==> config.mk <==
export PLATFORM = sky130hd
export DESIGN_NAME = tks_core
export DESIGN_NICKNAME = d
export VERILOG_FILES = /design/src/core/tks_pkg.sv /design/src/core/tks_core.sv
export SDC_FILE = /design/constraint.sdc
export NUM_CORES = 1
export LEC_CHECK = 0
export BUFFER_PORTS_ARGS = -buffer_cell sky130_fd_sc_hd__buf_4
export CAP_MARGIN = 40
export CORE_ASPECT_RATIO = 0.5
export CORE_MARGIN = 4
export CORE_UTILIZATION = 30
export DETAILED_ROUTE_END_ITERATION = 7
export PLACE_DENSITY = 0.52
export SLEW_MARGIN = 20
export SYNTH_ARGS = -nofsm -noshare
export SYNTH_HDL_FRONTEND = slang
export SYNTH_SLANG_ARGS = --single-unit
==> constraint.sdc <==
create_clock -name clk_i -period 6.9 [get_ports clk_i]
set_input_delay 1.38 -clock clk_i [delete_from_list [all_inputs] [get_ports clk_i]]
set_output_delay 1.38 -clock clk_i [all_outputs]
set_load 0.1 [all_outputs]
==> src/core/tks_pkg.sv <==
// Package with register map, field positions, reset values and counts of the touch scan block.
package tks_pkg;
  localparam int unsigned NUM_MOD  = 2;
  localparam int unsigned KEYS_MOD = 4;
  localparam int unsigned NUM_KEYS = NUM_MOD * KEYS_MOD;

  ////////////////////////////////////////////////////////////////////////////////////////////////
  // Register byte offsets.
  localparam logic [7:0] OFS_CTRL0    = 8'h00;
  localparam logic [7:0] OFS_PRELOAD  = 8'h04;
  localparam logic [7:0] OFS_MOD0_C1  = 8'h08;
  localparam logic [7:0] OFS_MOD1_C1  = 8'h0c;
  localparam logic [7:0] OFS_KEY_SEL  = 8'h10;
  localparam logic [7:0] OFS_FUNC_CNT = 8'h14;
  localparam logic [7:0] OFS_SENSE0   = 8'h18;
  localparam logic [7:0] OFS_SENSE1   = 8'h1c;
  localparam logic [7:0] OFS_IRQ_STAT = 8'h20;
  localparam logic [7:0] OFS_IRQ_MASK = 8'h24;

  ////////////////////////////////////////////////////////////////////////////////////////////////
  // Field positions of touch_control_0.
  localparam int unsigned C0_SLOT_OVF  = 6;
  localparam int unsigned C0_START     = 5;
  localparam int unsigned C0_SENSE_OVF = 4;
  localparam int unsigned C0_FUNC_OVF  = 3;
  localparam int unsigned C0_SHARED    = 2;

  // Field positions of touch_module_control_1.
  localparam int unsigned C1_SLOT_CLK  = 7;
  localparam int unsigned C1_REF_EN    = 5;
  localparam int unsigned C1_KEY_OSC   = 4;
  localparam int unsigned C1_KEY_EN_LO = 0;
  localparam logic [7:0]  C1_WMASK     = 8'hbf;

  // Interrupt status and mask bit positions.
  localparam int unsigned IRQ_TOUCH     = 0;
  localparam int unsigned IRQ_SENSE_OVF = 1;
  localparam int unsigned IRQ_FUNC_OVF  = 2;
  localparam int unsigned IRQ_BITS      = 3;

  ////////////////////////////////////////////////////////////////////////////////////////////////
  // Reset values and counts.
  localparam logic [7:0]  RST_BYTE    = 8'h00;
  localparam logic [15:0] RST_CNT     = 16'h0000;
  localparam logic [4:0]  UNIT_LAST   = 5'h1f;
  localparam logic [7:0]  SLOT_LAST   = 8'hff;
  localparam logic [15:0] CNT16_LAST  = 16'hffff;
  localparam logic [1:0]  DIV4_LAST   = 2'h3;
endpackage

==> src/core/tks_core.sv <==
// Touch key scan control: slot timing, sense and function counters, flags, interrupt, Wishbone.
//
// Summary of operation
// - Key enable 0 leaves pin as general I/O; 1 makes it a touch input.
// - Keys one to four belong to module 0, five to eight to module 1.
// - Each module has four key inputs, each with its own oscillator.
// - Divided reference clock sets a period during which sense cycles are counted.
// - Shared slot select picks own slot counters or module 0 counter for all.
// - One start bit controls all modules together.
// - Start low clears sense, function and unit counters, not the slot counter.
// - Start rising switches on all counters and enables the oscillators.
// - Slot overflow stops that module's oscillators and counters; the touch event stops all modules.
// - Per-module select clocks the slot counter from reference oscillator or clock/4.
// - Per-module bits enable the reference and key oscillators.
// - Touch interrupt on selected slot overflow; only enabled keys take part.
// - On touch interrupt all counters in all modules are cleared.
// - Slot overflow sets a sticky flag together with the interrupt.
// - Any sense counter overflow sets a sticky flag cleared by software.
// - Function counter overflow sets a sticky flag cleared by software.
// - Slot counter overflows after (256 minus preload) times 32 slot clocks.
// - Software setting the slot flag does not raise the interrupt request.
//
// Our own choices: the Wishbone interface to the registers and the address map.
module tks_core (
  input  wire logic                           clk_i,
  input  wire logic                           rst_i,
  input  wire logic                           wb_cyc_i,
  input  wire logic                           wb_stb_i,
  input  wire logic                           wb_we_i,
  input  wire logic [7:0]                     wb_adr_i,
  input  wire logic [3:0]                     wb_sel_i,
  input  wire logic [31:0]                    wb_dat_i,
  output logic      [31:0]                    wb_dat_o,
  output logic                                wb_ack_o,
  input  wire logic [tks_pkg::NUM_KEYS-1:0]   key_osc_i,
  input  wire logic [tks_pkg::NUM_MOD-1:0]    ref_osc_i,
  output logic      [tks_pkg::NUM_KEYS-1:0]   key_touch_sel_o,
  output logic      [tks_pkg::NUM_KEYS-1:0]   key_osc_en_o,
  output logic      [tks_pkg::NUM_MOD-1:0]    ref_osc_en_o,
  output logic                                irq_o
);

  localparam int unsigned NM = tks_pkg::NUM_MOD;
  localparam int unsigned NK = tks_pkg::NUM_KEYS;
  localparam int unsigned KM = tks_pkg::KEYS_MOD;

  ////////////////////////////////////////////////////////////////////////////////////////////////
  // Register storage.
  logic                 start_q;
  logic                 shared_q;
  logic                 slot_ovf_flag_q;
  logic                 sense_ovf_flag_q;
  logic                 func_ovf_flag_q;
  logic [7:0]           preload_q;
  logic [7:0]           mod_c1_q [NM];
  logic [1:0]           key_sel_q [NM];
  logic [tks_pkg::IRQ_BITS-1:0] irq_stat_q;
  logic [tks_pkg::IRQ_BITS-1:0] irq_mask_q;
  logic [31:0]          dat_q;
  logic                 ack_q;

  // Scan engine state.
  logic                 start_prev_q;
  logic [1:0]           div4_q;
  logic [NK-1:0]        key_prev_q;
  logic [NM-1:0]        ref_prev_q;
  logic [NM-1:0]        run_q;
  logic [NM-1:0]        done_q;
  logic [4:0]           unit_q [NM];
  logic [7:0]           slot_q [NM];
  logic [15:0]          sense_q [NM];
  logic [15:0]          sense_cap_q [NM];
  logic [15:0]          func_q;
  logic [15:0]          func_cap_q;

  logic                 bus_req;
  logic                 wr_en;
  logic                 start_rise;
  logic                 div4_tick;
  logic [NM-1:0]        slot_tick;
  logic [NM-1:0]        slot_ovf;
  logic [NM-1:0]        part;
  logic [NM-1:0]        sense_inc;
  logic [NM-1:0]        sense_wrap;
  logic [NM-1:0]        done_d;
  logic                 touch_evt;
  logic                 func_inc;
  logic                 func_wrap;
  logic [7:0]           wbyte;

  ////////////////////////////////////////////////////////////////////////////////////////////////
  // Wishbone slave: answer one cycle after the request, write at the acknowledging edge.
  // A request is taken only while ack is low, so each request gets exactly one acknowledge.
  assign bus_req  = wb_cyc_i & wb_stb_i;
  assign wr_en    = bus_req & wb_we_i & ack_q & wb_sel_i[0];
  assign wbyte    = wb_dat_i[7:0];
  assign wb_ack_o = ack_q;
  assign wb_dat_o = dat_q;

  always_ff @(posedge clk_i) begin
    if (rst_i) begin
      ack_q <= 1'b0;
    end else begin
      ack_q <= bus_req & ~ack_q;
    end
  end

  always_ff @(posedge clk_i) begin
    if (rst_i) begin
      dat_q <= 32'h0000_0000;
    end else if (bus_req & ~ack_q) begin
      unique case (wb_adr_i)
        tks_pkg::OFS_CTRL0: begin
          dat_q <= {25'h0000000, slot_ovf_flag_q, start_q, sense_ovf_flag_q,
                    func_ovf_flag_q, shared_q, 2'h0};
        end
        tks_pkg::OFS_PRELOAD:  dat_q <= {24'h000000, preload_q};
        tks_pkg::OFS_MOD0_C1:  dat_q <= {24'h000000, mod_c1_q[0]};
        tks_pkg::OFS_MOD1_C1:  dat_q <= {24'h000000, mod_c1_q[1]};
        tks_pkg::OFS_KEY_SEL:  dat_q <= {28'h0000000, key_sel_q[1], key_sel_q[0]};
        tks_pkg::OFS_FUNC_CNT: dat_q <= {16'h0000, func_cap_q};
        tks_pkg::OFS_SENSE0:   dat_q <= {16'h0000, sense_cap_q[0]};
        tks_pkg::OFS_SENSE1:   dat_q <= {16'h0000, sense_cap_q[1]};
        tks_pkg::OFS_IRQ_STAT: dat_q <= {29'h00000000, irq_stat_q};
        tks_pkg::OFS_IRQ_MASK: dat_q <= {29'h00000000, irq_mask_q};
        default:               dat_q <= 32'h0000_0000;
      endcase
    end
  end

  ////////////////////////////////////////////////////////////////////////////////////////////////
  // Control registers.
  always_ff @(posedge clk_i) begin
    if (rst_i) begin
      start_q   <= 1'b0;
      shared_q  <= 1'b0;
      preload_q <= tks_pkg::RST_BYTE;
    end else begin
      if (wr_en && wb_adr_i == tks_pkg::OFS_CTRL0) begin
        start_q  <= wbyte[tks_pkg::C0_START];
        shared_q <= wbyte[tks_pkg::C0_SHARED];
      end
      if (wr_en && wb_adr_i == tks_pkg::OFS_PRELOAD) begin
        preload_q <= wbyte;
      end
    end
  end

  // Flags: hardware set wins over a software write in the same cycle.
  always_ff @(posedge clk_i) begin
    if (rst_i) begin
      slot_ovf_flag_q  <= 1'b0;
      sense_ovf_flag_q <= 1'b0;
      func_ovf_flag_q  <= 1'b0;
    end else begin
      if (touch_evt) begin
        slot_ovf_flag_q <= 1'b1;
      end else if (wr_en && wb_adr_i == tks_pkg::OFS_CTRL0) begin
        slot_ovf_flag_q <= wbyte[tks_pkg::C0_SLOT_OVF];
      end
      if (|sense_wrap) begin
        sense_ovf_flag_q <= 1'b1;
      end else if (wr_en && wb_adr_i == tks_pkg::OFS_CTRL0) begin
        sense_ovf_flag_q <= wbyte[tks_pkg::C0_SENSE_OVF];
      end
      if (func_wrap) begin
        func_ovf_flag_q <= 1'b1;
      end else if (wr_en && wb_adr_i == tks_pkg::OFS_CTRL0) begin
        func_ovf_flag_q <= wbyte[tks_pkg::C0_FUNC_OVF];
      end
    end
  end

  // Interrupt status (write one to clear) and mask.
  always_ff @(posedge clk_i) begin
    if (rst_i) begin
      irq_stat_q <= 3'h0;
      irq_mask_q <= 3'h0;
    end else begin
      for (int b = 0; b < tks_pkg::IRQ_BITS; b++) begin
        if (wr_en && wb_adr_i == tks_pkg::OFS_IRQ_STAT && wbyte[b]) begin
          irq_stat_q[b] <= 1'b0;
        end
      end
      if (touch_evt) begin
        irq_stat_q[tks_pkg::IRQ_TOUCH] <= 1'b1;
      end
      if (|sense_wrap) begin
        irq_stat_q[tks_pkg::IRQ_SENSE_OVF] <= 1'b1;
      end
      if (func_wrap) begin
        irq_stat_q[tks_pkg::IRQ_FUNC_OVF] <= 1'b1;
      end
      if (wr_en && wb_adr_i == tks_pkg::OFS_IRQ_MASK) begin
        irq_mask_q <= wbyte[tks_pkg::IRQ_BITS-1:0];
      end
    end
  end

  // The level stays high until software clears the status bit or masks it.
  assign irq_o = |(irq_stat_q & irq_mask_q);

  ////////////////////////////////////////////////////////////////////////////////////////////////
  // Shared timing: start edge and system clock divided by four.
  assign start_rise = start_q & ~start_prev_q;
  assign div4_tick  = (div4_q == tks_pkg::DIV4_LAST);

  always_ff @(posedge clk_i) begin
    if (rst_i) begin
      start_prev_q <= 1'b0;
      div4_q       <= 2'h0;
      key_prev_q   <= '0;
      ref_prev_q   <= '0;
    end else begin
      start_prev_q <= start_q;
      div4_q       <= div4_q + 2'h1;
      key_prev_q   <= key_osc_i;
      ref_prev_q   <= ref_osc_i;
    end
  end

  // The touch event: module 0 alone when shared, otherwise every taking-part module done.
  // A module that overflows early keeps its mark until the last taking-part module is done.
  assign done_d    = done_q | slot_ovf;
  assign touch_evt = shared_q ? slot_ovf[0]
                              : ((|part) && (|slot_ovf) && ((done_d & part) == part));

  ////////////////////////////////////////////////////////////////////////////////////////////////
  // Per-module slot timing and sense counting.
  for (genvar m = 0; m < NM; m++) begin : g_mod
    logic [KM-1:0] key_en;
    logic          key_edge;
    logic          uses_own;

    assign key_en   = mod_c1_q[m][tks_pkg::C1_KEY_EN_LO +: KM];
    assign part[m]  = |key_en;
    assign uses_own = !shared_q || (m == 0);
    assign slot_tick[m] = mod_c1_q[m][tks_pkg::C1_SLOT_CLK] ? div4_tick
                          : (ref_osc_i[m] & ~ref_prev_q[m]);
    assign slot_ovf[m]  = run_q[m] && uses_own && slot_tick[m]
                          && unit_q[m] == tks_pkg::UNIT_LAST && slot_q[m] == tks_pkg::SLOT_LAST;
    // Only the key picked by the key select register is counted in each module.
    assign key_edge  = key_osc_i[m*KM + key_sel_q[m]] & ~key_prev_q[m*KM + key_sel_q[m]];
    assign sense_inc[m]  = run_q[m] && key_en[key_sel_q[m]] && key_edge;
    assign sense_wrap[m] = sense_inc[m] && sense_q[m] == tks_pkg::CNT16_LAST;

    always_ff @(posedge clk_i) begin
      if (rst_i) begin
        mod_c1_q[m]  <= tks_pkg::RST_BYTE;
        key_sel_q[m] <= 2'h0;
      end else begin
        if (wr_en && wb_adr_i == (m == 0 ? tks_pkg::OFS_MOD0_C1 : tks_pkg::OFS_MOD1_C1)) begin
          mod_c1_q[m] <= wbyte & tks_pkg::C1_WMASK;
        end
        if (wr_en && wb_adr_i == tks_pkg::OFS_KEY_SEL) begin
          key_sel_q[m] <= wbyte[2*m +: 2];
        end
      end
    end

    // Run state and the completion mark used when modules time their own slots.
    always_ff @(posedge clk_i) begin
      if (rst_i) begin
        run_q[m]  <= 1'b0;
        done_q[m] <= 1'b0;
      end else if (start_rise) begin
        run_q[m]  <= 1'b1;
        done_q[m] <= 1'b0;
      end else if (!start_q || touch_evt || slot_ovf[m]) begin
        run_q[m]  <= 1'b0;
        done_q[m] <= touch_evt ? 1'b0 : done_d[m];
      end
    end

    // Unit period and slot counters; start low leaves the slot counter untouched.
    always_ff @(posedge clk_i) begin
      if (rst_i) begin
        unit_q[m] <= 5'h00;
        slot_q[m] <= tks_pkg::RST_BYTE;
      end else if (touch_evt) begin
        unit_q[m] <= 5'h00;
        slot_q[m] <= tks_pkg::RST_BYTE;
      end else if (start_rise) begin
        unit_q[m] <= 5'h00;
        slot_q[m] <= preload_q;
      end else if (!start_q) begin
        unit_q[m] <= 5'h00;
      end else if (run_q[m] && uses_own && slot_tick[m]) begin
        unit_q[m] <= unit_q[m] + 5'h01;
        if (unit_q[m] == tks_pkg::UNIT_LAST) begin
          slot_q[m] <= slot_q[m] + 8'h01;
        end
      end
    end

    // Sense counter, with the count taken aside for software before the event clears it.
    always_ff @(posedge clk_i) begin
      if (rst_i) begin
        sense_q[m]     <= tks_pkg::RST_CNT;
        sense_cap_q[m] <= tks_pkg::RST_CNT;
      end else begin
        if (touch_evt) begin
          sense_cap_q[m] <= sense_q[m];
        end
        if (!start_q || touch_evt) begin
          sense_q[m] <= tks_pkg::RST_CNT;
        end else if (sense_inc[m]) begin
          sense_q[m] <= sense_q[m] + 16'h0001;
        end
      end
    end

    // Oscillator enables follow the run state; pin function follows the key enables.
    for (genvar k = 0; k < KM; k++) begin : g_key
      assign key_touch_sel_o[m*KM + k] = key_en[k];
      assign key_osc_en_o[m*KM + k]    = run_q[m] & key_en[k]
                                         & mod_c1_q[m][tks_pkg::C1_KEY_OSC];
    end
    assign ref_osc_en_o[m] = run_q[m] & mod_c1_q[m][tks_pkg::C1_REF_EN];
  end

  ////////////////////////////////////////////////////////////////////////////////////////////////
  // Function counter counts system clocks while any module runs.
  // The count is captured at the event because the event clears the live counter.
  assign func_inc  = |run_q;
  assign func_wrap = func_inc && func_q == tks_pkg::CNT16_LAST;

  always_ff @(posedge clk_i) begin
    if (rst_i) begin
      func_q     <= tks_pkg::RST_CNT;
      func_cap_q <= tks_pkg::RST_CNT;
    end else begin
      if (touch_evt) begin
        func_cap_q <= func_q;
      end
      if (!start_q || touch_evt) begin
        func_q <= tks_pkg::RST_CNT;
      end else if (func_inc) begin
        func_q <= func_q + 16'h0001;
      end
    end
  end

endmodule

==> impl_metrics.tcl <==
set metrics [dict create \
    ys_types 71 \
    combPwrFrac 0.061 \
    worstMarginPinSlew_ns 0.830 \
    wirelength_um 25000 \
    yosysTopAreaCellShare 0.339 \
    crit_top_cell "buf_4" \
    power_density_mw_per_mm2 213 \
    clock_latency_ns 0.43 \
    dp_hpwl_um 17700 \
    synthArstFlopShare 0 \
    multi_input_area_mm2 0.00424 \
    max_cap_viol_count 0 \
    io_pins 111 \
    seq_area_frac_synth 0.516 \
    grt_pass1_wl_um 38800 \
    core_mm2 0.0309 \
    dieHeight_um 134 \
    crit_buf_inv 2 \
    critPathMaxStageDelay_ns 0.61 \
    htreeDepth 4 \
    route.detailed.drc 0 \
    startpoint_type "input pin" \
    synth_ff_type "edfxtp_1" \
    cts_tree "done" \
    yosysMostFrequentCell "edfxtp_1" \
    clock-sinks 193 \
    numCtsBuffers 17 \
    cp_slowest_cell "a22o_1" \
    diodes 0 \
    finalHoldViolations 0 \
    yosysTopAreaCell "edfxtp_1" \
    cts-root-buf "clkbuf_16" \
    regArea_mm2 0.00494 \
    outcome "completed" \
    hold_ws_ns 0.435 \
    cp.required_ns 6.95 \
    vias 7009 \
    synthCells 912 \
    grt_pass1_vias 6698 \
    cp_max_fo 23 \
    syn_to_final_growth_pct 14.1 \
    yosys_warnings 0 \
    yosys-top-cells-count "edfxtp_1, dfxtp_1, nor2_1" \
    postSynthAreaPerCell_um2 10.5 \
    rsz0062_at_grt "no" \
    synth_edf_count 108 \
    firstDrtPassIters 4 \
    startpoint "ref_osc_i[1]" \
    die-width_um 261 \
    design_area_mm2 0.0109 \
    dpl-instance-area_mm2 0.0103 \
    crit_type "in2reg" \
    total_power_uw 2330 \
    seqPwrFrac 0.532 \
    fin_nets 1022 \
    swShare 0.249 \
    ir_worst_vdd_v 0.000167 \
    finalCritPeriodShare 0.558 \
    viasPerCell 5.05 \
    die_area_mm2 0.0350 \
    tns_ns 0 \
    synth_area_leaders "edfxtp_1, dfxtp_1, and2_1, and3_1, xor2_1" \
    syn-cell-area_mm2 0.00958 \
    place.gp.congestion 0.813 \
    power.static_leakage_uw 0.00418 \
    antenna_found_initial 0 \
    p_int_uw 1750 \
    p_sw_uw 580 \
    portBuffers 67 \
    min_period_ns 3.85 \
    start_util 0.310 \
    min_path_type "reg2reg" \
    postCtsSetupBuffers 0 \
    hold_start "div4_q[0]" \
    clkPwrFrac 0.407 \
    cp-end-kind "flop" \
    drtAntennaViolNets 0 \
    grt-ovfl-total 0 \
    fin_skew_ns 0.0129 \
    post_cts_resized 0 \
    wl_per_cell_um 18.0 \
    path_clk_slew_ns 0.07 \
    slew_headroom 0.445 \
    drtIter0Drc 532 \
    cts_buffer_depth 2 \
    arrival_ns 3.91 \
    yosys_register_bits 193 \
    grt_start_max_net_pins 78 \
    grtUsageTotal 0.142 \
    critPathTopFamily "compound AO/OA/AOI/OAI gates" \
    nFillCells 3118 \
    row_count 45 \
    setup_violations 0 \
    crit_chain "buf_4 > or3b_1 > a21oi_2 > a22o_1 > a21oi_4 > buf_4 > nand2b_1" \
    clock.fmax_ghz 0.260 \
    drive_above_1_share 0.148 \
    r2r-start "unit_q[1][0]" \
    drv_slew 0 \
    hold_buffers 0 \
]
## registers in the layout, summed over array words and instances (netlist names), 3 cells and up
name         count
irq_stat_q       3
irq_mask_q       3
mod_c1_q        14
unit_q          10
slot_q          16
func_cap_q      16
preload_q        8
key_prev_q       8
sense_cap_q     32
sense_q         32
key_sel_q        4
wb_dat_o        16
func_q          16
## power groups by stage
stage / sequential, µW / combinational [µW] / clock (µW)
final: 1240 / 143 / 949
after global routing: 1240 / 150 / 1020
after CTS: 1240 / 141 / 973
after detailed placement: 1270 / 140 / 0
after global placement: 1270 / 140 / 0
after floorplan: 1260 / 108 / 0
## layout make-up
type | count | share of cell area
clock buffers | 19 | 0.0416
clock inverters | 13 | 0.00916
inverters | 12 | 0.00412
multi-input cells | 650 | 0.388
flip-flops and latches | 193 | 0.453
well taps | 423 | 0.0484
repair buffers | 79 | 0.0561
## metrics by stage
step	util	instances	setup slack, ns
6_report	0.354	1389	3.05
5_1_grt	0.354	1389	2.87
4_1_cts	0.353	1388	3.03
3_5_place_dp	0.335	1356	2.57
3_3_place_gp	0.335	1356	2.62
2_1_floorplan	-	927	3.27
## cell usage in the layout, fill, tap and decap left out, drive strengths merged, types with 4 or more instances in the layout
master and count:
nor4b 4, nor3 16, or3 4, clkinv 6, buf 79, xnor2 29, o21ai 22, nor4 6
o22ai 4, nand2b 8, o211ai 4, ha 10, nor2b 12, conb 16, nor3b 5, and3 56
and4 5, a211oi 8, and2 57, edfxtp 108, mux2i 19, nor2 71, clkbuf 19, dfxtp 85
a2bb2oi 10, xor2 30, nand2 50, a21oi 47, a221oi 7, nand3 44, nand4 16, a22oi 31
nand3b 7, mux2 10, inv 17
## logic make-up (layout without fill, tap and decap cells)
family                   after synthesis  count (layout)  synth area share
XOR/XNOR                              59              59            0.0540
flip-flops                           193             193             0.516
adder cells (fa/ha/maj)               10              10            0.0131
multiplexers                          29              29            0.0316
AO/OA/AOI/OAI                        160             160             0.118
AND/OR/NAND/NOR                      376             376             0.220
other                                  1              16          0.000392
buffers and inverters                 84             123            0.0473
## worst paths after layout
kind / slack (ns) / cells after the start / end
min: 0.44 / 1 / div4_q[0]
max: 3.05 / 7 / sense_q[0][0]
max reg2reg: 3.26 / 9 / sense_q[0][0]
min reg2reg: 0.44 / 1 / div4_q[0]
## per-layer routing
metal | part of all wire | GRT usage | vias up
li1 | - | - | 3390
met1 | 0.47 | 0.202 | 3451
met2 | 0.48 | 0.227 | 147
met3 | 0.036 | 0.0232 | 21
met4 | 0.011 | 0.0378 | 0
met5 | 0 | 0 | -
Power figures use the tool's default switching activity.
